[src/design/cbr_pkg.sv]
// Constants and carrier types shared by the banked register file.
// Function
// - Thirteen registers, seven kept in two banks.
// - Flag bit four picks bank zero or one.
// - Four sixteen-bit data words, read and written.
// - Data words zero, one split into bytes.
// - Words two:zero and three:one form 32-bit pairs.
// - Two sixteen-bit address words, usable as data.
// - Address words one:zero form a 32-bit pair.
// - Sixteen-bit frame base for relative addressing.
// - Twenty-bit instruction pointer holds next address.
// - Twenty-bit vector table base register.
// - Separate user and interrupt stack pointers.
// - Flag bit seven selects active stack pointer.
// - Clear selects interrupt, set selects user pointer.
// - Interrupt or low software interrupt clears stack select.
// - Sixteen-bit static base for relative addressing.
// - Decoder spans one megabyte, ROM at top.
// - Peripheral control area from zero to 003FF.
// - RAM starts at 00400 and grows upward.
// - Fixed vector table from FFFDC to top.
// - Special page vectors from FFE00 to FFFDB.
package cbr_pkg;

  // ****************************************************************
  // Register bus map, one aligned word per register.
  // ****************************************************************
  localparam logic [7:0] OFS_DATA0   = 8'h00;
  localparam logic [7:0] OFS_DATA1   = 8'h04;
  localparam logic [7:0] OFS_DATA2   = 8'h08;
  localparam logic [7:0] OFS_DATA3   = 8'h0C;
  localparam logic [7:0] OFS_ADDR0   = 8'h10;
  localparam logic [7:0] OFS_ADDR1   = 8'h14;
  localparam logic [7:0] OFS_FRAME   = 8'h18;
  localparam logic [7:0] OFS_IPTR    = 8'h1C;
  localparam logic [7:0] OFS_VTAB    = 8'h20;
  localparam logic [7:0] OFS_USTK    = 8'h24;
  localparam logic [7:0] OFS_ISTK    = 8'h28;
  localparam logic [7:0] OFS_SBASE   = 8'h2C;
  localparam logic [7:0] OFS_FLAG    = 8'h30;
  localparam logic [7:0] OFS_ACTSTK  = 8'h34;
  localparam logic [7:0] OFS_PAIRLO  = 8'h38;
  localparam logic [7:0] OFS_PAIRHI  = 8'h3C;
  localparam logic [7:0] OFS_APAIR   = 8'h40;
  localparam logic [7:0] OFS_DECODE  = 8'h44;

  // ****************************************************************
  // Field positions, widths and reset values.
  // ****************************************************************
  localparam int          BANK_BIT   = 4;
  localparam int          STACK_BIT  = 7;
  localparam int          WORD_W     = 16;
  localparam int          ADDR_W     = 20;
  localparam int          NUM_BANKED = 7;
  localparam int          BANK_IDX_W = 3;
  localparam logic [15:0] FLAG_MASK  = 16'h70FF;
  localparam logic [15:0] WORD_RST   = 16'h0000;
  localparam logic [19:0] ADR_RST    = 20'h0_0000;
  localparam logic [5:0]  SWI_LAST   = 6'h1F;
  localparam logic [5:0]  SWI_NUM_W  = 6'h06;

  // Banked register indices inside one bank.
  localparam logic [2:0] IDX_D0 = 3'h0;
  localparam logic [2:0] IDX_D1 = 3'h1;
  localparam logic [2:0] IDX_D2 = 3'h2;
  localparam logic [2:0] IDX_D3 = 3'h3;
  localparam logic [2:0] IDX_A0 = 3'h4;
  localparam logic [2:0] IDX_A1 = 3'h5;
  localparam logic [2:0] IDX_FB = 3'h6;

  // ****************************************************************
  // Address map boundaries.
  // ****************************************************************
  localparam logic [19:0] PERIPH_LAST = 20'h0_03FF;
  localparam logic [19:0] RAM_FIRST   = 20'h0_0400;
  localparam logic [19:0] SPAGE_FIRST = 20'hF_FE00;
  localparam logic [19:0] SPAGE_LAST  = 20'hF_FFDB;
  localparam logic [19:0] FIXV_FIRST  = 20'hF_FFDC;

  // Region codes reported by the decoder.
  typedef enum logic [2:0] {
    CBR_REG_PERIPH,
    CBR_REG_RAM,
    CBR_REG_ROM,
    CBR_REG_SPAGE,
    CBR_REG_FIXVEC
  } cbr_region_e;

  // Result of one address classification.
  typedef struct packed {
    cbr_region_e region;
    logic        periph;
    logic        ram;
    logic        rom;
    logic        spage;
    logic        fixvec;
  } cbr_decode_s;

  // Write port of the banked store.
  typedef struct packed {
    logic        we;
    logic        bank;
    logic [2:0]  idx;
    logic [1:0]  lanes;
    logic [15:0] data;
  } cbr_bwrite_s;

endpackage : cbr_pkg

[src/design/cbr_bank_store.sv]
// Two-bank store of the seven banked core registers.
`timescale 1ns/1ps
`default_nettype none
module cbr_bank_store #(
  parameter int NREG = cbr_pkg::NUM_BANKED
) (
  input  wire logic                clk,
  input  wire logic                rst_b,
  input  wire cbr_pkg::cbr_bwrite_s wr,
  input  wire logic                rd_bank,
  output var  logic [NREG*16-1:0]  rd_all
);

  // ****************************************************************
  // Storage.
  // ****************************************************************
  typedef struct packed {
    logic [1:0][NREG-1:0][15:0] mem;
  } cbr_store_s;

  cbr_store_s st_reg;
  cbr_store_s st_next;

  // Refuse a store size that the fixed slot map cannot address.
  if (NREG != cbr_pkg::NUM_BANKED) begin : g_bad_nreg
    $error("Bank store needs seven registers.");
  end

  // Byte-lane write into the addressed bank and slot.
  always_comb begin
    st_next = st_reg;
    if (wr.we) begin
      if (wr.lanes[0]) st_next.mem[wr.bank][wr.idx][7:0]  = wr.data[7:0];
      if (wr.lanes[1]) st_next.mem[wr.bank][wr.idx][15:8] = wr.data[15:8];
    end
  end

  always_ff @(posedge clk or negedge rst_b) begin
    if (!rst_b) begin
      st_reg <= '0;
    end else begin
      st_reg <= st_next;
    end
  end

  // Reads come straight from the selected bank, so a bank flip shows at once.
  genvar g;
  generate
    for (g = 0; g < NREG; g++) begin : g_rd
      assign rd_all[g*16 +: 16] = st_reg.mem[rd_bank][g];
    end
  endgenerate

endmodule : cbr_bank_store
`default_nettype wire

[src/design/cbr_addr_decode.sv]
// Address classifier for the one-megabyte map.
`timescale 1ns/1ps
`default_nettype none
module cbr_addr_decode #(
  parameter logic [19:0] ROM_FIRST = 20'hE_0000
) (
  input  wire logic [19:0]          addr,
  output var  cbr_pkg::cbr_decode_s dec
);

  // ROM must sit between RAM start and the special page, or regions would overlap.
  if (ROM_FIRST <= cbr_pkg::RAM_FIRST || ROM_FIRST > cbr_pkg::SPAGE_FIRST) begin : g_bad_rom
    $error("ROM must lie above RAM start and below the special page.");
  end

  // Fixed vectors win over special page, which wins over plain ROM.
  always_comb begin
    dec = '0;
    if (addr >= cbr_pkg::FIXV_FIRST) begin
      dec.region = cbr_pkg::CBR_REG_FIXVEC;
      dec.fixvec = 1'b1;
    end else if (addr >= cbr_pkg::SPAGE_FIRST) begin
      dec.region = cbr_pkg::CBR_REG_SPAGE;
      dec.spage  = 1'b1;
    end else if (addr >= ROM_FIRST) begin
      dec.region = cbr_pkg::CBR_REG_ROM;
      dec.rom    = 1'b1;
    end else if (addr >= cbr_pkg::RAM_FIRST) begin
      dec.region = cbr_pkg::CBR_REG_RAM;
      dec.ram    = 1'b1;
    end else begin
      dec.region = cbr_pkg::CBR_REG_PERIPH;
      dec.periph = 1'b1;
    end
  end

endmodule : cbr_addr_decode
`default_nettype wire

[src/design/cbr_register_file.sv]
// Top of the banked core register file with a classic Wishbone slave.
//
// The Wishbone interface to the registers and the register offsets were left to the implementer.
`timescale 1ns/1ps
`default_nettype none
module cbr_register_file #(
  parameter logic [19:0] ROM_FIRST = 20'hE_0000
) (
  input  wire logic        CLK,
  input  wire logic        RST_B,
  input  wire logic        WB_CYC_I,
  input  wire logic        WB_STB_I,
  input  wire logic        WB_WE_I,
  input  wire logic [7:0]  WB_ADR_I,
  input  wire logic [3:0]  WB_SEL_I,
  input  wire logic [31:0] WB_DAT_I,
  output var  logic [31:0] WB_DAT_O,
  output var  logic        WB_ACK_O,
  output var  logic        WB_ERR_O,
  input  wire logic        HW_INT_ACK,
  input  wire logic        SW_INT_EXEC,
  input  wire logic [5:0]  SW_INT_NUM,
  output var  logic [15:0] ACTIVE_STACK,
  output var  logic        BANK_SEL,
  output var  logic        STACK_SEL,
  output var  logic [19:0] INSTR_PTR
);

  // ****************************************************************
  // State.
  // ****************************************************************
  typedef struct packed {
    logic [15:0] flag;
    logic [19:0] iptr;
    logic [19:0] vtab;
    logic [15:0] ustk;
    logic [15:0] istk;
    logic [15:0] sbase;
    logic [19:0] probe;
    logic        ack;
    logic        err;
    logic [31:0] rdata;
  } cbr_state_s;

  cbr_state_s s_reg;
  cbr_state_s s_next;

  cbr_pkg::cbr_bwrite_s bw;
  cbr_pkg::cbr_decode_s dec;
  logic [cbr_pkg::NUM_BANKED*16-1:0] banked;
  logic [15:0] d0;
  logic [15:0] d1;
  logic [15:0] d2;
  logic [15:0] d3;
  logic [15:0] a0;
  logic [15:0] a1;
  logic [15:0] fb;
  logic        req;
  logic        wr;
  logic        bank_now;
  logic        hit;
  logic [31:0] rd_mux;
  logic [15:0] wlo;
  logic [1:0]  lanes;
  logic [2:0]  widx;
  logic        bwe;
  logic [15:0] flag_w;

  // A new request is one that has not been answered yet.
  assign req = WB_CYC_I && WB_STB_I && !s_reg.ack && !s_reg.err;
  assign wr  = req && WB_WE_I;
  assign wlo = WB_DAT_I[15:0];
  assign lanes = WB_SEL_I[1:0];

  // Bank follows the live flag bit, so reads never lag a bank switch.
  assign bank_now = s_reg.flag[cbr_pkg::BANK_BIT];

  // ****************************************************************
  // Banked store and decoder.
  // ****************************************************************
  cbr_bank_store #(
    .NREG (cbr_pkg::NUM_BANKED)
  ) u_bank (
    .clk     (CLK),
    .rst_b   (RST_B),
    .wr      (bw),
    .rd_bank (bank_now),
    .rd_all  (banked)
  );

  cbr_addr_decode #(
    .ROM_FIRST (ROM_FIRST)
  ) u_dec (
    .addr (s_reg.probe),
    .dec  (dec)
  );

  // Unpack the current bank's seven words.
  assign d0 = banked[cbr_pkg::IDX_D0*16 +: 16];
  assign d1 = banked[cbr_pkg::IDX_D1*16 +: 16];
  assign d2 = banked[cbr_pkg::IDX_D2*16 +: 16];
  assign d3 = banked[cbr_pkg::IDX_D3*16 +: 16];
  assign a0 = banked[cbr_pkg::IDX_A0*16 +: 16];
  assign a1 = banked[cbr_pkg::IDX_A1*16 +: 16];
  assign fb = banked[cbr_pkg::IDX_FB*16 +: 16];

  // Map a bus offset onto a banked slot; byte lanes give the byte halves.
  always_comb begin
    widx = cbr_pkg::IDX_D0;
    bwe  = 1'b0;
    case (WB_ADR_I)
      cbr_pkg::OFS_DATA0: begin widx = cbr_pkg::IDX_D0; bwe = wr; end
      cbr_pkg::OFS_DATA1: begin widx = cbr_pkg::IDX_D1; bwe = wr; end
      cbr_pkg::OFS_DATA2: begin widx = cbr_pkg::IDX_D2; bwe = wr; end
      cbr_pkg::OFS_DATA3: begin widx = cbr_pkg::IDX_D3; bwe = wr; end
      cbr_pkg::OFS_ADDR0: begin widx = cbr_pkg::IDX_A0; bwe = wr; end
      cbr_pkg::OFS_ADDR1: begin widx = cbr_pkg::IDX_A1; bwe = wr; end
      cbr_pkg::OFS_FRAME: begin widx = cbr_pkg::IDX_FB; bwe = wr; end
      default:            begin widx = cbr_pkg::IDX_D0; bwe = 1'b0; end
    endcase
  end

  // Writes always land in the bank selected at the moment of the write.
  always_comb begin
    bw       = '0;
    bw.we    = bwe;
    bw.bank  = bank_now;
    bw.idx   = widx;
    bw.lanes = lanes;
    bw.data  = wlo;
  end

  // Read multiplexer, including the 32-bit pair views and decoder result.
  always_comb begin
    hit    = 1'b1;
    rd_mux = 32'h0000_0000;
    case (WB_ADR_I)
      cbr_pkg::OFS_DATA0:  rd_mux = {16'h0000, d0};
      cbr_pkg::OFS_DATA1:  rd_mux = {16'h0000, d1};
      cbr_pkg::OFS_DATA2:  rd_mux = {16'h0000, d2};
      cbr_pkg::OFS_DATA3:  rd_mux = {16'h0000, d3};
      cbr_pkg::OFS_ADDR0:  rd_mux = {16'h0000, a0};
      cbr_pkg::OFS_ADDR1:  rd_mux = {16'h0000, a1};
      cbr_pkg::OFS_FRAME:  rd_mux = {16'h0000, fb};
      cbr_pkg::OFS_IPTR:   rd_mux = {12'h000, s_reg.iptr};
      cbr_pkg::OFS_VTAB:   rd_mux = {12'h000, s_reg.vtab};
      cbr_pkg::OFS_USTK:   rd_mux = {16'h0000, s_reg.ustk};
      cbr_pkg::OFS_ISTK:   rd_mux = {16'h0000, s_reg.istk};
      cbr_pkg::OFS_SBASE:  rd_mux = {16'h0000, s_reg.sbase};
      cbr_pkg::OFS_FLAG:   rd_mux = {16'h0000, s_reg.flag};
      cbr_pkg::OFS_ACTSTK: rd_mux = {16'h0000, ACTIVE_STACK};
      cbr_pkg::OFS_PAIRLO: rd_mux = {d2, d0};
      cbr_pkg::OFS_PAIRHI: rd_mux = {d3, d1};
      cbr_pkg::OFS_APAIR:  rd_mux = {a1, a0};
      cbr_pkg::OFS_DECODE: rd_mux = {4'h0, dec, s_reg.probe};
      default: begin
        hit    = 1'b0;
        rd_mux = 32'h0000_0000;
      end
    endcase
  end

  // Byte-lane merge for the flag word; reserved bits stay zero.
  always_comb begin
    flag_w = s_reg.flag;
    if (lanes[0]) flag_w[7:0]  = wlo[7:0];
    if (lanes[1]) flag_w[15:8] = wlo[15:8];
    flag_w = flag_w & cbr_pkg::FLAG_MASK;
  end

  // ****************************************************************
  // Next-state logic for the unbanked registers and bus answer.
  // ****************************************************************
  always_comb begin
    s_next       = s_reg;
    s_next.ack   = 1'b0;
    s_next.err   = 1'b0;
    if (req) begin
      s_next.ack   = hit;
      s_next.err   = !hit;
      s_next.rdata = hit ? rd_mux : 32'h0000_0000;
    end
    if (wr) begin
      case (WB_ADR_I)
        cbr_pkg::OFS_IPTR: begin
          if (WB_SEL_I[0]) s_next.iptr[7:0]   = WB_DAT_I[7:0];
          if (WB_SEL_I[1]) s_next.iptr[15:8]  = WB_DAT_I[15:8];
          if (WB_SEL_I[2]) s_next.iptr[19:16] = WB_DAT_I[19:16];
        end
        cbr_pkg::OFS_VTAB: begin
          if (WB_SEL_I[0]) s_next.vtab[7:0]   = WB_DAT_I[7:0];
          if (WB_SEL_I[1]) s_next.vtab[15:8]  = WB_DAT_I[15:8];
          if (WB_SEL_I[2]) s_next.vtab[19:16] = WB_DAT_I[19:16];
        end
        cbr_pkg::OFS_DECODE: begin
          if (WB_SEL_I[0]) s_next.probe[7:0]   = WB_DAT_I[7:0];
          if (WB_SEL_I[1]) s_next.probe[15:8]  = WB_DAT_I[15:8];
          if (WB_SEL_I[2]) s_next.probe[19:16] = WB_DAT_I[19:16];
        end
        cbr_pkg::OFS_USTK: begin
          if (lanes[0]) s_next.ustk[7:0]  = wlo[7:0];
          if (lanes[1]) s_next.ustk[15:8] = wlo[15:8];
        end
        cbr_pkg::OFS_ISTK: begin
          if (lanes[0]) s_next.istk[7:0]  = wlo[7:0];
          if (lanes[1]) s_next.istk[15:8] = wlo[15:8];
        end
        cbr_pkg::OFS_SBASE: begin
          if (lanes[0]) s_next.sbase[7:0]  = wlo[7:0];
          if (lanes[1]) s_next.sbase[15:8] = wlo[15:8];
        end
        cbr_pkg::OFS_ACTSTK: begin
          if (s_reg.flag[cbr_pkg::STACK_BIT]) begin
            if (lanes[0]) s_next.ustk[7:0]  = wlo[7:0];
            if (lanes[1]) s_next.ustk[15:8] = wlo[15:8];
          end else begin
            if (lanes[0]) s_next.istk[7:0]  = wlo[7:0];
            if (lanes[1]) s_next.istk[15:8] = wlo[15:8];
          end
        end
        cbr_pkg::OFS_FLAG: s_next.flag = flag_w;
        default: s_next.flag = s_reg.flag;
      endcase
    end
    // An interrupt entry beats a same-cycle software write of the flag.
    if (HW_INT_ACK || (SW_INT_EXEC && (SW_INT_NUM <= cbr_pkg::SWI_LAST))) begin
      s_next.flag[cbr_pkg::STACK_BIT] = 1'b0;
    end
  end

  // Single register stage for all unbanked state.
  always_ff @(posedge CLK or negedge RST_B) begin
    if (!RST_B) begin
      s_reg <= '0;
    end else begin
      s_reg <= s_next;
    end
  end

  // ****************************************************************
  // Outputs.
  // ****************************************************************
  assign WB_ACK_O  = s_reg.ack;
  assign WB_ERR_O  = s_reg.err;
  assign WB_DAT_O  = s_reg.rdata;
  assign BANK_SEL  = s_reg.flag[cbr_pkg::BANK_BIT];
  assign STACK_SEL = s_reg.flag[cbr_pkg::STACK_BIT];
  assign INSTR_PTR = s_reg.iptr;

  // Clear picks the interrupt stack, set picks the user stack.
  assign ACTIVE_STACK = s_reg.flag[cbr_pkg::STACK_BIT] ? s_reg.ustk : s_reg.istk;

endmodule : cbr_register_file
`default_nettype wire

[config.mk]
export PLATFORM = sky130hd
export DESIGN_NAME = cbr_register_file
export DESIGN_NICKNAME = d
export VERILOG_FILES = /design/src/design/cbr_pkg.sv /design/src/design/cbr_bank_store.sv /design/src/design/cbr_addr_decode.sv /design/src/design/cbr_register_file.sv
export SDC_FILE = /design/constraint.sdc
export NUM_CORES = 1
export LEC_CHECK = 0
export BUFFER_PORTS_ARGS = -buffer_cell sky130_fd_sc_hd__buf_2
export CORE_MARGIN = 2
export CORE_UTILIZATION = 35
export DETAILED_ROUTE_END_ITERATION = 8
export HOLD_SLACK_MARGIN = 0.03
export PLACE_DENSITY = 0.49
export SLEW_MARGIN = 20
export SYNTH_ARGS = -nofsm -noshare
export SYNTH_HDL_FRONTEND = slang
export SYNTH_SLANG_ARGS = --single-unit
[constraint.sdc]
create_clock -name CLK -period 2.42 [get_ports CLK]
set_input_delay 0.121 -clock CLK [delete_from_list [all_inputs] [get_ports CLK]]
set_output_delay 0.121 -clock CLK [all_outputs]
set_load 0.01 [all_outputs]
==> metrics.yaml <==
reg2reg_depth: 8
route.detailed.drc: 0
outcome: "completed"
clkLatencyLatePin_ns: 0.58
synth_area_per_cell_um2: 12.4
ant_nets: 0
finalClockSkew_ns: 0.0177
regArea_mm2: 0.00944
holdPathStages: 3
synth_top_cell_area_share_pct: 50.5
cp_max_fo: 20
holdCritStartpoint: "WB_DAT_I[7]"
grt_max_degree: 80
fin_nets: 1789
design.die.area_mm2: 0.0553
ys.flop_type: "dfrtp_1"
multiInputGateArea_mm2: 0.00862
fillers: 4845
rows: 84
start_util_pct: 35.5
dieWidth_um: 235
place_area_mm2: 0.0213
tritoncts: "done"
fin_ws_ns: 0.0516
track_usage_pct: 24.1
min_period_ns: 2.37
die_height_um: 235
antenna_found_initial: 0
yosysTopAreaCell: "dfrtp_1"
setup_viol: 0
crit_path_end_kind: "register"
synthTopCellsByArea: "dfrtp_1 (50%), mux2_2 (23%), mux2i_1 (5.1%)"
fin_crit_sh_pct: 97.9
final_util_pct: 43.7
ys_seq_area_share_pct: 50.5
pin_count: 129
postLayoutCellArea_mm2: 0.0230
clock_path_buffers: 3
synth_seq_cells: 377
place_inst: 2356
drive_above_1_share_pct: 47.5
via_per_inst: 5.63
slew-limit-headroom_pct: 43.6
syn_to_final_growth_pct: 23.1
cts_num_sinks: 377
syn_area_mm2: 0.0187
rsz0062_at_grt: "true"
numCtsBuffers: 44
synthArstFlopShare_pct: 100
drtPass1Iterations: 6
p_leak_uw: 0.0107
finalHoldViolations: 0
max_freq_ghz: 0.422
syn_nets: 1564
place_congestion: 0.917
worst_pin_slew_ns: 0.843
drtIter0Drc: 1250
num_vias: 13800
cts.clk_slew.worst_paths_ns: 0.06
cts-root-buf: "clkbuf_16"
coreArea_mm2: 0.0527
r2r_end: "WB_DAT_O[15]$_DFFE_PN0P_"
ir_drop_v: 0.000404
worst-r2r-setup-slack_ns: 0.05
wirelength_um: 67000
finalNonFillerCells: 2452
antenna_cells: 0
dp_slack_ns: -0.397
cp-start-kind: "register"
r2r-start: "BANK_SEL$_DFFE_PN0P_"
p_per_area_mw_per_mm2: 597
path_class: "register to register"
holdPathEnd: "STACK_SEL$_DFFE_PN0P_"
synth_warnings: 0
grt_pass1_vias: 13900
h-tree-depth: 2
grt_pass1_wl_um: 98400
synth_cell_types: 71
overflow: 0
syn_inst: 1507
hold_class: "primary input to register"
max_cap_violations: 0
crit_required_ns: 2.89
synth_edf_count: 0
portBuffers: 110
hpwlAfterDp_um: 48100
finalMaxSlewViolations: 0
wl_per_cell_um: 27.3
largest_reg_flops: 224
cp.arrival_ns: 2.83
-- worst max-delay path by stage --
stage | slack (ns) | from | end | depth (start not counted)
floorplan | 0.03 | WB_ACK_O$_DFF_PN0_ | u_bank.st_reg[80]$_DFFE_PN0P_ | 7
global placement | -0.43 | WB_ADR_I[6] | WB_DAT_O[1]$_DFFE_PN0P_ | 11
detailed placement | -0.40 | WB_ADR_I[6] | WB_DAT_O[1]$_DFFE_PN0P_ | 11
CTS | 0.007 | BANK_SEL$_DFFE_PN0P_ | WB_DAT_O[1]$_DFFE_PN0P_ | 8
global route | -0.02 | BANK_SEL$_DFFE_PN0P_ | WB_DAT_O[8]$_DFFE_PN0P_ | 8
finish | 0.05 | BANK_SEL$_DFFE_PN0P_ | WB_DAT_O[15]$_DFFE_PN0P_ | 8
-- cell usage in the layout, fill, tap and decap left out, types with 6 or more instances in the layout --
master / n
a21oi_1: 47
a221oi_1: 9
a22o_1: 14
a22oi_1: 35
a32oi_1: 8
buf_12: 30
buf_2: 109
buf_4: 182
clkbuf_1: 9
clkbuf_16: 45
clkbuf_8: 12
dfrtp_1: 376
dlygate4sd3_1: 8
mux2_1: 8
mux2_2: 374
mux2i_1: 91
nand2_1: 80
nand2_4: 6
nand3_1: 13
nor2_1: 56
nor2_2: 12
nor3_1: 7
nor3_4: 9
o21ai_0: 37
o22ai_1: 52
-- stage by stage --
| stage | TNS, ns | power, µW | hold WS, ns |
|---|---|---|---|
| after global placement | -0.859 | 7130 | 0.181 |
| after global routing | -0.0229 | 14200 | 0.151 |
| final | 0 | 13700 | 0.128 |
| after floorplan | 0 | 6700 | -0.175 |
| after detailed placement | -0.725 | 7140 | 0.183 |
| after CTS | 0 | 13900 | 0.0868 |
-- cells in the mapped netlist (4+ instances only) --
| master | n |
|---|---|
| nor3_1 | 7 |
| nand3_1 | 14 |
| o221ai_1 | 4 |
| a21oi_1 | 47 |
| a21o_1 | 4 |
| a221oi_1 | 10 |
| nor2_2 | 12 |
| nor2_1 | 56 |
| mux2_2 | 376 |
| and3_1 | 4 |
| a222oi_1 | 4 |
| nand2_4 | 6 |
| buf_4 | 52 |
| mux2_1 | 8 |
| nor3_4 | 9 |
| dfrtp_1 | 377 |
| nand2_1 | 80 |
| o22ai_1 | 52 |
| o21ai_0 | 40 |
| clkbuf_1 | 66 |
| nor4b_1 | 4 |
| buf_1 | 8 |
| and2_1 | 5 |
| a32oi_1 | 8 |
| or4_1 | 4 |
| a31oi_1 | 5 |
| mux2i_1 | 95 |
| a22o_1 | 14 |
| nor4_1 | 5 |
| buf_2 | 26 |
| a22oi_1 | 35 |
| nor3_2 | 5 |
-- worst max-delay path: stages, from the launching register on --
cell and delay [ns]:
dfrtp_4 0.51, buf_12 0.13, buf_12 0.15, buf_12 0.21, mux2i_1 0.34, o21ai_0 0.14
a221oi_1 0.34, o211ai_1 0.18, a22o_1 0.22
-- metal layers --
layer  vias to the layer above  track usage [%]  routed length, µm
met5                         -                0                  0
met3                       103             4.20               4110
met2                       502             36.2              29800
met4                         0             6.56               1680
li1                       5984                -                  -
met1                      7216             35.8              31500
-- kinds of logic after synthesis --
family,Yosys count,synth area share (%)
mux,481,28.5
flops,377,50.5
compound gates,255,9.31
simple gates,238,7.41
buf+inv,156,4.35
-- repair_timing --
action	4_1_cts	5_1_grt
hold buffers	8	0
pin swaps	1	7
endpoints found under the setup margin	3	5
buffers inserted	0	10
resized for setup	5	15
endpoints found under the hold margin	84	0
-- report_power, final --
part,switching (µW),internal [µW],total [µW]
Combinational,500,190,690
Sequential,18.2,6330,6350
Clock,2710,3990,6700
-- layout make-up --
| class | instances | share of cell area (%) |
|---|---|---|
| timing repair buffer | 331 | 11.4 |
| tap | 688 | 3.74 |
| multi-input combinational | 974 | 37.5 |
| clock buffer | 66 | 5.76 |
| sequential | 377 | 41.0 |
| inverter | 4 | 0.0653 |
| clock inverter | 12 | 0.544 |
(Power assumes the default switching activity.)
